[config.mk]
export PLATFORM = sky130hd
export DESIGN_NAME = cslc_top
export DESIGN_NICKNAME = d
export VERILOG_FILES = /design/src/core/cslc_pkg.sv /design/src/core/cslc_top.sv
export SDC_FILE = /design/constraint.sdc
export NUM_CORES = 1
export LEC_CHECK = 0
export ABC_AREA = 1
export CORE_MARGIN = 2
export CORE_UTILIZATION = 60
export CTS_CLUSTER_DIAMETER = 40
export DETAILED_ROUTE_END_ITERATION = 10
export DONT_BUFFER_PORTS = 1
export PLACE_DENSITY = 0.77
export SLEW_MARGIN = 10
export SYNTH_ARGS = -nofsm -noshare
export SYNTH_HDL_FRONTEND = slang
export SYNTH_SLANG_ARGS = --single-unit
[constraint.sdc]
create_clock -name pclk -period 4.6 [get_ports pclk]
set_input_delay 0 -clock pclk [delete_from_list [all_inputs] [get_ports pclk]]
set_output_delay 0 -clock pclk [all_outputs]
set_load 0.02 [all_outputs]
[src/core/cslc_pkg.sv]
// Constants, types and register map of the clock source lock and status control block.
// Functional notes
// - Lock bit freezes main control, and calibration while fast osc drives main
// - Once locked, lock register ignores all access
// - Lock bit reset value comes from fuse
// - Bit 7 shows external clock started
// - Stable flags only while source requested
// - Run-in-standby alone leaves stable flag zero
// - Bit 0 high while main source switches
// - Internal run-in-standby keeps oscillator always running
// - Internal oscillator gated off unless requested
// - Gate opens four cycles after request and synchronised ready
// - Frequency trim resets from fuse-selected table
// - Calibration lock from fuse blocks calibration writes
// - Temperature slope resets from fuse-selected table
// - Crystal select/startup locked while enabled or stable
// - Startup code selects 1k/16k/32k/64k cycles
// - External clock source waits two edges instead of the startup count
// - Select bit: crystal zero, external clock one
// - Enabled crystal runs always with standby, else on request
// - Crystal output follows request in two cycles
// - Enable overrides pins, freezes select and startup
// - Crystal enable and standby are protected
// - Protected writes need open key window
package cslc_pkg;

  // Register indices; byte address is four times the index.
  localparam logic [7:0] IDX_MAIN_LOCK = 8'h02;
  localparam logic [7:0] IDX_MAIN_STATUS = 8'h03;
  localparam logic [7:0] IDX_FAST_CTRL = 8'h10;
  localparam logic [7:0] IDX_FREQ_CAL = 8'h11;
  localparam logic [7:0] IDX_TEMP_CAL = 8'h12;
  localparam logic [7:0] IDX_SLOW_CTRL = 8'h18;
  localparam logic [7:0] IDX_XTAL_CTRL = 8'h1C;

  // Reset values.
  localparam logic [7:0] RST_BYTE = 8'h00;

  // Field positions.
  localparam int STS_EXT_BIT = 7;
  localparam int STS_XTAL_BIT = 6;
  localparam int STS_SLOW_BIT = 5;
  localparam int STS_FAST_BIT = 4;
  localparam int STS_SWITCH_BIT = 0;
  localparam int LOCK_BIT = 0;
  localparam int RUN_IN_STANDBY_BIT = 1;
  localparam int XTAL_EN_BIT = 0;
  localparam int XTAL_SEL_BIT = 2;
  localparam int CRYSTAL_STARTUP_COUNT_LSB = 4;
  localparam int CRYSTAL_STARTUP_COUNT_MSB = 5;
  localparam int CAL_LOCK_BIT = 7;
  localparam int FREQ_W = 7;
  localparam int TEMP_W = 4;

  // Main clock source codes.
  localparam logic [1:0] SRC_FAST = 2'h0;
  localparam logic [1:0] SRC_SLOW = 2'h1;
  localparam logic [1:0] SRC_XTAL = 2'h2;
  localparam logic [1:0] SRC_EXT = 2'h3;

  // Crystal start-up codes.
  localparam logic [1:0] CRYSTAL_STARTUP_COUNT_1K = 2'h0;
  localparam logic [1:0] CRYSTAL_STARTUP_COUNT_16K = 2'h1;
  localparam logic [1:0] CRYSTAL_STARTUP_COUNT_32K = 2'h2;

  // Timing: internal gates in pclk cycles, crystal and external clock in their own edges.
  localparam logic [2:0] GATE_INT_CYC = 3'h4;
  localparam logic [2:0] GATE_XTAL_CYC = 3'h2;
  localparam logic [2:0] EXT_START_CYC = 3'h2;
  localparam int XTAL_CNT_W = 17;

  // One bit per clock source, indexed by source code.
  typedef struct packed {
    logic ext;
    logic xtal;
    logic slow;
    logic fast;
  } cslc_src_t;

  // Crystal oscillator sequencing states.
  typedef enum logic [2:0] {
    XS_OFF = 3'b001,
    XS_START = 3'b010,
    XS_RUN = 3'b100
  } cslc_xstate_t;

endpackage

[src/core/cslc_top.sv]
// Clock source lock, oscillator gating, calibration and status registers behind APB.
//
// Chosen here: the APB slave port.
`timescale 1ns/100ps
module cslc_top #(
  parameter int XTAL_SUT_1K = 1024, // Crystal start-up for code 0.
  parameter int XTAL_SUT_16K = 16384, // Crystal start-up for code 1.
  parameter int XTAL_SUT_32K = 32768, // Crystal start-up for code 2.
  parameter int XTAL_SUT_64K = 65536, // Crystal start-up for code 3.
  parameter logic [6:0] FREQ_CAL_16M = 7'h40, // Factory trim, 16 MHz fuse setting.
  parameter logic [6:0] FREQ_CAL_20M = 7'h40, // Factory trim, 20 MHz fuse setting.
  parameter logic [3:0] TEMP_CAL_16M = 4'h8, // Factory slope, 16 MHz fuse setting.
  parameter logic [3:0] TEMP_CAL_20M = 4'h8 // Factory slope, 20 MHz fuse setting.
) (
  input wire logic pclk, // APB clock.
  input wire logic presetn, // Asynchronous reset, active low.
  input wire logic psel, // APB select.
  input wire logic penable, // APB enable.
  input wire logic pwrite, // APB direction.
  input wire logic [9:0] paddr, // APB byte address.
  input wire logic [31:0] pwdata, // APB write data.
  output logic [31:0] prdata, // APB read data.
  output logic pready, // APB ready.
  output logic pslverr, // APB error on unmapped address.
  input wire logic protect_open, // Protected-write key window is open.
  input wire logic fuse_osc_lock_bit, // Oscillator lock fuse.
  input wire logic fuse_freq_select, // Frequency select fuse, 1 for 20 MHz.
  input wire logic [1:0] main_clock_select, // Source chosen by main selector.
  input wire cslc_pkg::cslc_src_t periph_req, // Peripheral clock requests.
  input wire logic fast_osc_ready, // Fast oscillator analog ready, async.
  input wire logic slow_osc_ready, // Slow oscillator analog ready, async.
  input wire logic crystal_pin_one_clk, // Crystal oscillator output, async.
  input wire logic external_clock_input, // External clock pin, async.
  output cslc_pkg::cslc_src_t osc_enable, // Analog run enables.
  output cslc_pkg::cslc_src_t osc_gate, // Output gates open toward consumers.
  output logic [6:0] freq_trim_field, // Frequency trim to fast oscillator.
  output logic [3:0] temp_slope_trim, // Temperature slope to fast oscillator.
  output logic crystal_pin_override, // Crystal pins taken for oscillator.
  output logic crystal_source_ext, // Crystal block uses external clock.
  output logic [1:0] main_clock_active, // Source now driving the main clock.
  output logic main_ctrl_locked // Main clock control registers frozen.
);

  ////////////////////////////////////////////////////////////////////////////
  // Input synchronisers.

  localparam int NSYNC = 4;
  logic [NSYNC-1:0] async_in;
  logic [NSYNC-1:0] sync1_r;
  logic [NSYNC-1:0] sync2_r;
  logic [NSYNC-1:0] sync3_r;
  logic fast_rdy_s;
  logic slow_rdy_s;
  logic xtal_edge;
  logic ext_edge;

  // Asynchronous inputs gathered for one synchroniser loop.
  assign async_in = {external_clock_input, crystal_pin_one_clk, slow_osc_ready, fast_osc_ready};

  // Each input passes two flip-flops; a third stage feeds edge detection.
  for (genvar g = 0; g < NSYNC; g++) begin : g_sync
    always_ff @(posedge pclk or negedge presetn) begin
      if (!presetn) begin
        sync1_r[g] <= 1'b0;
        sync2_r[g] <= 1'b0;
        sync3_r[g] <= 1'b0;
      end else begin
        sync1_r[g] <= async_in[g];
        sync2_r[g] <= sync1_r[g];
        sync3_r[g] <= sync2_r[g];
      end
    end
  end

  // Levels and rising edges seen by the block's logic.
  assign fast_rdy_s = sync2_r[0];
  assign slow_rdy_s = sync2_r[1];
  assign xtal_edge = sync2_r[2] & ~sync3_r[2];
  assign ext_edge = sync2_r[3] & ~sync3_r[3];

  ////////////////////////////////////////////////////////////////////////////
  // APB decode.

  logic [7:0] reg_idx;
  logic aligned;
  logic hit_lock;
  logic hit_status;
  logic hit_fast;
  logic hit_freq;
  logic hit_temp;
  logic hit_slow;
  logic hit_xtal;
  logic mapped;
  logic wr_acc;
  logic wr_prot;
  logic [7:0] wbyte;

  // Register index from the word address; offsets are word aligned.
  assign reg_idx = paddr[9:2];
  assign aligned = (paddr[1:0] == 2'h0);
  assign hit_lock = aligned && (reg_idx == cslc_pkg::IDX_MAIN_LOCK);
  assign hit_status = aligned && (reg_idx == cslc_pkg::IDX_MAIN_STATUS);
  assign hit_fast = aligned && (reg_idx == cslc_pkg::IDX_FAST_CTRL);
  assign hit_freq = aligned && (reg_idx == cslc_pkg::IDX_FREQ_CAL);
  assign hit_temp = aligned && (reg_idx == cslc_pkg::IDX_TEMP_CAL);
  assign hit_slow = aligned && (reg_idx == cslc_pkg::IDX_SLOW_CTRL);
  assign hit_xtal = aligned && (reg_idx == cslc_pkg::IDX_XTAL_CTRL);
  assign mapped = hit_lock | hit_status | hit_fast | hit_freq | hit_temp | hit_slow | hit_xtal;
  assign wr_acc = psel & penable & pwrite;
  assign wr_prot = wr_acc & protect_open;
  assign wbyte = pwdata[7:0];

  // Zero-wait slave; unmapped addresses end with an error.
  assign pready = 1'b1;
  assign pslverr = psel & penable & ~mapped;

  ////////////////////////////////////////////////////////////////////////////
  // Register storage.

  logic loaded_r;
  logic main_lock_r;
  logic cal_lock_r;
  logic [6:0] freq_cal_r;
  logic [3:0] temp_cal_r;
  logic fast_stdby_r;
  logic slow_stdby_r;
  logic xtal_en_r;
  logic xtal_stdby_r;
  logic xtal_sel_r;
  logic [1:0] crystal_startup_count_r;
  logic [1:0] active_src_r;
  logic [1:0] active_src_nxt;
  logic switching;
  logic cal_frozen;
  logic xtal_cfg_frozen;
  logic stable_xtal;
  cslc_pkg::cslc_src_t stable;
  cslc_pkg::cslc_src_t main_req;
  cslc_pkg::cslc_src_t req;

  // Calibration frozen by fuse lock or main lock while fast osc drives main.
  assign cal_frozen = cal_lock_r | (main_lock_r && active_src_r == cslc_pkg::SRC_FAST);
  // Select and start-up fields frozen while enabled or stable.
  assign xtal_cfg_frozen = xtal_en_r | stable_xtal;

  // Fuse-driven values loaded at the first edge after reset release.
  always_ff @(posedge pclk or negedge presetn) begin
    if (!presetn) begin
      loaded_r <= 1'b0;
      main_lock_r <= 1'b0;
      cal_lock_r <= 1'b0;
      freq_cal_r <= 7'h00;
      temp_cal_r <= 4'h0;
    end else if (!loaded_r) begin
      loaded_r <= 1'b1;
      main_lock_r <= fuse_osc_lock_bit;
      cal_lock_r <= fuse_osc_lock_bit;
      freq_cal_r <= fuse_freq_select ? FREQ_CAL_20M : FREQ_CAL_16M;
      temp_cal_r <= fuse_freq_select ? TEMP_CAL_20M : TEMP_CAL_16M;
    end else begin
      if (wr_prot && hit_lock && !main_lock_r) begin
        main_lock_r <= wbyte[cslc_pkg::LOCK_BIT];
      end
      if (wr_prot && hit_freq && !cal_frozen) begin
        freq_cal_r <= wbyte[cslc_pkg::FREQ_W-1:0];
      end
      if (wr_prot && hit_temp && !cal_frozen) begin
        temp_cal_r <= wbyte[cslc_pkg::TEMP_W-1:0];
      end
    end
  end

  // Oscillator control registers, all behind the protection key.
  always_ff @(posedge pclk or negedge presetn) begin
    if (!presetn) begin
      fast_stdby_r <= cslc_pkg::RST_BYTE[cslc_pkg::RUN_IN_STANDBY_BIT];
      slow_stdby_r <= cslc_pkg::RST_BYTE[cslc_pkg::RUN_IN_STANDBY_BIT];
      xtal_en_r <= cslc_pkg::RST_BYTE[cslc_pkg::XTAL_EN_BIT];
      xtal_stdby_r <= cslc_pkg::RST_BYTE[cslc_pkg::RUN_IN_STANDBY_BIT];
      xtal_sel_r <= cslc_pkg::RST_BYTE[cslc_pkg::XTAL_SEL_BIT];
      crystal_startup_count_r <= cslc_pkg::RST_BYTE[cslc_pkg::CRYSTAL_STARTUP_COUNT_MSB:cslc_pkg::CRYSTAL_STARTUP_COUNT_LSB];
    end else begin
      if (wr_prot && hit_fast) begin
        fast_stdby_r <= wbyte[cslc_pkg::RUN_IN_STANDBY_BIT];
      end
      if (wr_prot && hit_slow) begin
        slow_stdby_r <= wbyte[cslc_pkg::RUN_IN_STANDBY_BIT];
      end
      if (wr_prot && hit_xtal) begin
        xtal_en_r <= wbyte[cslc_pkg::XTAL_EN_BIT];
        xtal_stdby_r <= wbyte[cslc_pkg::RUN_IN_STANDBY_BIT];
        if (!xtal_cfg_frozen) begin
          xtal_sel_r <= wbyte[cslc_pkg::XTAL_SEL_BIT];
          crystal_startup_count_r <= wbyte[cslc_pkg::CRYSTAL_STARTUP_COUNT_MSB:cslc_pkg::CRYSTAL_STARTUP_COUNT_LSB];
        end
      end
    end
  end

  ////////////////////////////////////////////////////////////////////////////
  // Main clock source switching.

  // Both the old and the new source stay requested during a switch.
  assign switching = (main_clock_select != active_src_r);
  assign main_req = cslc_pkg::cslc_src_t'((4'h1 << main_clock_select) | (4'h1 << active_src_r));
  assign req = periph_req | main_req;
  // Change over only once the newly selected source reports stable.
  assign active_src_nxt = (switching && stable[main_clock_select]) ? main_clock_select
                                                                   : active_src_r;

  // Active source register; the main clock starts on the fast oscillator.
  always_ff @(posedge pclk or negedge presetn) begin
    if (!presetn) begin
      active_src_r <= cslc_pkg::SRC_FAST;
    end else begin
      active_src_r <= active_src_nxt;
    end
  end

  ////////////////////////////////////////////////////////////////////////////
  // Internal oscillators: request gating and clock-gate delay.

  logic [2:0] fast_gate_cnt_r;
  logic [2:0] slow_gate_cnt_r;
  logic fast_run;
  logic slow_run;

  // Run when requested or forced by run-in-standby.
  assign fast_run = req.fast | fast_stdby_r;
  assign slow_run = req.slow | slow_stdby_r;

  // Gate count starts once analog ready and requested; standby leaves ready high.
  always_ff @(posedge pclk or negedge presetn) begin
    if (!presetn) begin
      fast_gate_cnt_r <= 3'h0;
      slow_gate_cnt_r <= 3'h0;
    end else begin
      if (!(req.fast && fast_rdy_s)) begin
        fast_gate_cnt_r <= 3'h0;
      end else if (fast_gate_cnt_r != cslc_pkg::GATE_INT_CYC) begin
        fast_gate_cnt_r <= fast_gate_cnt_r + 3'h1;
      end
      if (!(req.slow && slow_rdy_s)) begin
        slow_gate_cnt_r <= 3'h0;
      end else if (slow_gate_cnt_r != cslc_pkg::GATE_INT_CYC) begin
        slow_gate_cnt_r <= slow_gate_cnt_r + 3'h1;
      end
    end
  end

  ////////////////////////////////////////////////////////////////////////////
  // Crystal oscillator: start-up sequence and output gate.

  cslc_pkg::cslc_xstate_t xstate_r;
  cslc_pkg::cslc_xstate_t xstate_nxt;
  logic [cslc_pkg::XTAL_CNT_W-1:0] xcnt_r;
  logic [cslc_pkg::XTAL_CNT_W-1:0] xcnt_target;
  logic [2:0] xgate_cnt_r;
  logic xtal_run;

  // Runs when enabled and either forced on or requested.
  assign xtal_run = xtal_en_r & (xtal_stdby_r | req.xtal);
  // Start-up length; an external clock on the pin needs only EXT_START_CYC edges.
  assign xcnt_target = xtal_sel_r ? cslc_pkg::XTAL_CNT_W'(cslc_pkg::EXT_START_CYC) :
                       (crystal_startup_count_r == cslc_pkg::CRYSTAL_STARTUP_COUNT_1K) ? cslc_pkg::XTAL_CNT_W'(XTAL_SUT_1K) :
                       (crystal_startup_count_r == cslc_pkg::CRYSTAL_STARTUP_COUNT_16K) ? cslc_pkg::XTAL_CNT_W'(XTAL_SUT_16K) :
                       (crystal_startup_count_r == cslc_pkg::CRYSTAL_STARTUP_COUNT_32K) ? cslc_pkg::XTAL_CNT_W'(XTAL_SUT_32K) :
                       cslc_pkg::XTAL_CNT_W'(XTAL_SUT_64K);

  // Sequencer next state.
  always_comb begin
    xstate_nxt = xstate_r;
    case (xstate_r)
      cslc_pkg::XS_OFF: begin
        if (xtal_run) begin
          xstate_nxt = cslc_pkg::XS_START;
        end
      end
      cslc_pkg::XS_START: begin
        if (!xtal_run) begin
          xstate_nxt = cslc_pkg::XS_OFF;
        end else if (xcnt_r >= xcnt_target) begin
          xstate_nxt = cslc_pkg::XS_RUN;
        end
      end
      cslc_pkg::XS_RUN: begin
        if (!xtal_run) begin
          xstate_nxt = cslc_pkg::XS_OFF;
        end
      end
      default: begin
        xstate_nxt = cslc_pkg::XS_OFF;
      end
    endcase
  end

  // State, start-up count and gate count in crystal edges.
  always_ff @(posedge pclk or negedge presetn) begin
    if (!presetn) begin
      xstate_r <= cslc_pkg::XS_OFF;
      xcnt_r <= '0;
      xgate_cnt_r <= 3'h0;
    end else begin
      xstate_r <= xstate_nxt;
      if (xstate_r != cslc_pkg::XS_START) begin
        xcnt_r <= '0;
      end else if (xtal_edge) begin
        xcnt_r <= xcnt_r + cslc_pkg::XTAL_CNT_W'(1);
      end
      if (!(req.xtal && xstate_r == cslc_pkg::XS_RUN)) begin
        xgate_cnt_r <= 3'h0;
      end else if (xtal_edge && xgate_cnt_r != cslc_pkg::GATE_XTAL_CYC) begin
        xgate_cnt_r <= xgate_cnt_r + 3'h1;
      end
    end
  end

  ////////////////////////////////////////////////////////////////////////////
  // External clock start detection.

  logic [2:0] ext_cnt_r;

  // Counts pin edges while requested; two edges mean started.
  always_ff @(posedge pclk or negedge presetn) begin
    if (!presetn) begin
      ext_cnt_r <= 3'h0;
    end else if (!req.ext) begin
      ext_cnt_r <= 3'h0;
    end else if (ext_edge && ext_cnt_r != cslc_pkg::EXT_START_CYC) begin
      ext_cnt_r <= ext_cnt_r + 3'h1;
    end
  end

  ////////////////////////////////////////////////////////////////////////////
  // Stability, gating and status.

  logic [7:0] status;
  logic [7:0] rd_byte;

  // Stable only while requested; standby alone never sets a flag.
  assign stable.fast = req.fast && fast_gate_cnt_r == cslc_pkg::GATE_INT_CYC;
  assign stable.slow = req.slow && slow_gate_cnt_r == cslc_pkg::GATE_INT_CYC;
  assign stable_xtal = req.xtal && xgate_cnt_r == cslc_pkg::GATE_XTAL_CYC;
  assign stable.xtal = stable_xtal;
  assign stable.ext = req.ext && ext_cnt_r == cslc_pkg::EXT_START_CYC;

  // Status byte; undefined bits read zero.
  always_comb begin
    status = cslc_pkg::RST_BYTE;
    status[cslc_pkg::STS_EXT_BIT] = stable.ext;
    status[cslc_pkg::STS_XTAL_BIT] = stable.xtal;
    status[cslc_pkg::STS_SLOW_BIT] = stable.slow;
    status[cslc_pkg::STS_FAST_BIT] = stable.fast;
    status[cslc_pkg::STS_SWITCH_BIT] = switching;
  end

  // Read multiplexer; the lock register always reads zero.
  always_comb begin
    rd_byte = cslc_pkg::RST_BYTE;
    if (hit_lock) begin
      rd_byte[cslc_pkg::LOCK_BIT] = 1'b0;
    end
    if (hit_status) begin
      rd_byte = status;
    end
    if (hit_fast) begin
      rd_byte[cslc_pkg::RUN_IN_STANDBY_BIT] = fast_stdby_r;
    end
    if (hit_freq) begin
      rd_byte[cslc_pkg::FREQ_W-1:0] = freq_cal_r;
    end
    if (hit_temp) begin
      rd_byte[cslc_pkg::CAL_LOCK_BIT] = cal_lock_r;
      rd_byte[cslc_pkg::TEMP_W-1:0] = temp_cal_r;
    end
    if (hit_slow) begin
      rd_byte[cslc_pkg::RUN_IN_STANDBY_BIT] = slow_stdby_r;
    end
    if (hit_xtal) begin
      rd_byte[cslc_pkg::XTAL_EN_BIT] = xtal_en_r;
      rd_byte[cslc_pkg::RUN_IN_STANDBY_BIT] = xtal_stdby_r;
      rd_byte[cslc_pkg::XTAL_SEL_BIT] = xtal_sel_r;
      rd_byte[cslc_pkg::CRYSTAL_STARTUP_COUNT_MSB:cslc_pkg::CRYSTAL_STARTUP_COUNT_LSB] = crystal_startup_count_r;
    end
  end

  // Read data registered at the setup cycle so it is stable in the access phase.
  always_ff @(posedge pclk or negedge presetn) begin
    if (!presetn) begin
      prdata <= 32'h00000000;
    end else if (psel && !penable && !pwrite) begin
      prdata <= {24'h000000, rd_byte};
    end
  end

  // Outputs toward oscillators, consumers and the main selector.
  assign osc_enable.fast = fast_run;
  assign osc_enable.slow = slow_run;
  assign osc_enable.xtal = xtal_run;
  assign osc_enable.ext = req.ext;
  assign osc_gate = stable;
  assign freq_trim_field = freq_cal_r;
  assign temp_slope_trim = temp_cal_r;
  assign crystal_pin_override = xtal_en_r;
  assign crystal_source_ext = xtal_sel_r;
  assign main_clock_active = active_src_r;
  assign main_ctrl_locked = main_lock_r;

endmodule

==> impl_results.rst <==
.. list-table::
   :header-rows: 1

   * - Metric
     - Value
   * - Run status
     - finished clean
   * - Final worst clock skew
     - 7.50 ps
   * - Proportion of synthesized chip area in sequential cells
     - 0.422
   * - Sinks on the clock net
     - 73
   * - Required time of the critical path
     - 4850 ps
   * - CTS root buffer
     - sky130_fd_sc_hd__clkbuf_8
   * - Pin count of the biggest net entering global routing
     - 74
   * - DIE AREA
     - 7910 um2
   * - Most used flip-flop cell after synthesis
     - sky130_fd_sc_hd__dfrtp_1
   * - DR vias/cell
     - 5.39
   * - Final setup violation count
     - 0
   * - Maximum count of clock buffers along a single path
     - 2
   * - Number of flops mapped to enable cells by yosys
     - 0
   * - Fraction of layout cells with a size suffix above 1
     - 0.0645
   * - Library cell with the highest instance count after synthesis
     - sky130_fd_sc_hd__nand2_1
   * - Via count
     - 3781
   * - Final-layout fill cell count
     - 577
   * - Cts bufs inserted
     - 9
   * - Number of distinct library cell variants in the gate-level netlist after synthesis
     - 39
   * - Final layout net count
     - 674
   * - Launching element of the worst setup path
     - main_clock_active[1]$_DFFE_PN0P_
   * - Endpoint of the most critical register-to-register path
     - freq_trim_field[6]$_DFFE_PN0P_
   * - Syn. warnings
     - 0
   * - Top-level port count
     - 118
   * - Area added between synthesis and finish
     - 10.4%
   * - Synth cell count leaders
     - 128 x sky130_fd_sc_hd__nand2_1, 78 x sky130_fd_sc_hd__inv_1, 72 x sky130_fd_sc_hd__dfrtp_1
   * - Overall track demand over capacity in global routing
     - 0.279
   * - Height of the die
     - 88.9 um
   * - Flop-to-flop setup slack
     - 2530 ps
   * - Hold depth
     - 5
   * - Clock latency on the worst-skew pair
     - 360 ps
   * - Post-cts sizing count
     - 0
   * - Antenna violations before repair
     - 0
   * - Antenna Cells
     - 0
   * - Number of iterations in the first detailed-routing pass
     - 5
   * - Depth of the worst register-to-register path
     - 7
   * - Highest achievable clock rate
     - 483 MHz
   * - Post-synth top area cell
     - sky130_fd_sc_hd__dfrtp_1
   * - H-tree depth
     - 3
   * - Netlist area before placement
     - 4330 um2
   * - Worst supply voltage drop on vdd
     - 198 uV
   * - Number of remaining DRC errors
     - 0
   * - Share of synthesized registers carrying an async set or reset
     - 1.00
   * - Worst EP arrival
     - 2320 ps
   * - Area share of the largest cell type after synthesis
     - 0.416
   * - Post-detailed-route wirelength per cell
     - 14.5 um
   * - Wire length of the first global-routing pass
     - 16.8 mm
   * - Total negative slack for setup checks
     - 0 ps
   * - Number of global-route vias before repair
     - 3659
   * - Final weighted congestion in routability-driven placement
     - 0.936
   * - Number of instances in the synthesized netlist
     - 570
   * - Worst-path fanout max
     - 7
   * - Placeable core region
     - 6870 um2
   * - Reg-to-Reg Start
     - main_clock_active[1]$_DFFE_PN0P_
   * - Post-Place Worst Slack
     - 2650 ps
   * - Power Dens Cells
     - 329 nW/um2
   * - Final routed wirelength across all metal layers
     - 10.2 mm
   * - CTS clock-pin slew for the worst setup and hold paths
     - 90 ps
   * - Maximum Capacitance Violations
     - 0
   * - Number of endpoints with negative hold slack in the final report
     - 0
   * - Post-cts hold buffer count
     - 27
   * - Worst slew pin tran
     - 723 ps
   * - Number of pins with negative max-slew slack in the final report
     - 0
   * - Static Leakage
     - 2.30 nW
   * - Post-layout worst setup margin
     - 2530 ps
   * - Headroom to the max-slew limit
     - 0.516
   * - FF+latch count, synth
     - 73
   * - Initial core utilization
     - 0.630
   * - Worst min path class
     - primary input to flip-flop
   * - Min-Delay Endpoint
     - crystal_startup_count_r[1]$_DFFE_PN0P_
   * - Worst setup SP type
     - flip-flop
   * - Endpoint class of the critical path
     - flip-flop
   * - Row Count
     - 30
   * - Period utilization
     - 0.450
   * - Port Buffers
     - 0
   * - Global route total overflow
     - 0
   * - CTS tree
     - yes
   * - Top post-synthesis cells by area
     - sky130_fd_sc_hd__dfrtp_1 42%, sky130_fd_sc_hd__nand2_1 11%, sky130_fd_sc_hd__inv_1 6.8%, sky130_fd_sc_hd__nor2_1 5.8%, sky130_fd_sc_hd__buf_4 5.0%
   * - Remaining antenna violation count
     - 0
   * - Total setup buffers inserted after CTS
     - 0
   * - Kind of critical path
     - flip-flop to flip-flop
   * - Final standard cell utilization of the core
     - 0.696
   * - Unrepaired setup endpoints after global routing
     - no
   * - Start point of the worst min-delay path
     - paddr[3]
   * - Detailed Place HPWL
     - 7.42 mm
   * - Width of the die
     - 88.9 um
   * - 1st-iter DRT viols
     - 245
   * - Post-route minimum period
     - 2070 ps
   * - Average instance area after synthesis
     - 7.59 um2
==> stage by stage <==
stage	power [mW]	cells	cell area, um2	hold WS [ps]
after floorplan	1.02	594	4420	-296
after global placement	1.05	658	4310	-293
after detailed placement	1.06	658	4310	-293
after CTS	1.58	701	4780	4.09
after global routing	1.66	701	4780	21.1
final	1.57	701	4780	8.13
==> layout make-up <==
type	instances	area (um2)	share of cell area
multi-input combinational	407	2050	0.429
clock inverter	7	60.1	0.0126
timing repair buffer	27	288	0.0602
tap	96	120	0.0251
sequential	73	1830	0.382
inverter	82	308	0.0644
clock buffer	9	124	0.0259
==> cells in the final DEF (no fill, tap or decap), types with 2 or more instances in the layout <==
cell and count:
sky130_fd_sc_hd__nand2_1 128, sky130_fd_sc_hd__inv_1 78, sky130_fd_sc_hd__dfrtp_1 72, sky130_fd_sc_hd__nor2_1 67, sky130_fd_sc_hd__nand3_1 39, sky130_fd_sc_hd__o21ai_0 27
sky130_fd_sc_hd__conb_1 26, sky130_fd_sc_hd__dlygate4sd3_1 26, sky130_fd_sc_hd__a21oi_1 25, sky130_fd_sc_hd__nor3_1 19, sky130_fd_sc_hd__nand4_1 19, sky130_fd_sc_hd__ha_1 14
sky130_fd_sc_hd__clkbuf_8 9, sky130_fd_sc_hd__nor2_4 4, sky130_fd_sc_hd__o211ai_1 4, sky130_fd_sc_hd__o21ai_1 4, sky130_fd_sc_hd__nor2_2 3, sky130_fd_sc_hd__nand2_2 3
sky130_fd_sc_hd__nand3_2 3, sky130_fd_sc_hd__inv_2 3, sky130_fd_sc_hd__xor2_1 3, sky130_fd_sc_hd__inv_6 3, sky130_fd_sc_hd__clkinvlp_4 3, sky130_fd_sc_hd__mux2i_1 2
sky130_fd_sc_hd__xnor2_1 2, sky130_fd_sc_hd__o21bai_1 2, sky130_fd_sc_hd__o31ai_1 2
==> worst max-delay path: stages, from the launching register on <==
cell                            delay, ps
sky130_fd_sc_hd__dfrtp_1              530
sky130_fd_sc_hd__nor2_1               260
sky130_fd_sc_hd__nand2_1               80
sky130_fd_sc_hd__nand3_1              210
sky130_fd_sc_hd__nor2_4               100
sky130_fd_sc_hd__a21oi_1              130
sky130_fd_sc_hd__o21ai_0               90
sky130_fd_sc_hd__dlygate4sd3_1        560
==> power by group <==
part	internal [mW]	leakage, nW	switching (mW)
Combinational	0.0993	1.27	0.220
Clock	0.205	0.0848	0.278
Sequential	0.698	0.941	0.0712
Total	1.00	2.30	0.569
==> logic make-up (layout without fill, tap and decap cells) <==
kind of cell	Yosys count	in the layout	share of synthesized area
AND/OR/NAND/NOR	292	292	0.310
buffers and inverters	114	125	0.124
flip-flops	73	73	0.422
AO/OA/AOI/OAI	68	68	0.0862
adder cells (fa/ha/maj)	14	14	0.0405
XOR/XNOR	5	5	0.0101
other	2	26	0.00174
multiplexers	2	2	0.00463
==> routing by layer <==
layer	global-route usage	wire length, um	up-vias
met2	0.475	5020	154
met3	0.0868	735	21
met5	0	0	-
li1	-	-	1849
met4	0.0950	232	0
met1	0.339	4210	1757
==> how the worst max path moves through the flow <==
stage               slack [ps]                             end
global route              2450          xcnt_r[13]$_DFFE_PN0P_
global placement          2660         xstate_r[2]$_DFFE_PN0P_
floorplan                 2900         xstate_r[2]$_DFFE_PN0P_
finish                    2530  freq_trim_field[6]$_DFFE_PN0P_
CTS                       2610  freq_trim_field[6]$_DFFE_PN0P_
detailed placement        2650          xcnt_r[13]$_DFFE_PN0P_
==> registers in the layout, indices dropped and copies added, names as in the netlist, 3 cells and up <==
register and cells:
xstate_r 3, fast_gate_cnt_r 3, ext_cnt_r 3, xcnt_r 17, temp_slope_trim 4, sync1_r 4, xgate_cnt_r 3, prdata 8
freq_trim_field 7, slow_gate_cnt_r 3
Note: power is estimated with default switching activity, not from simulation.
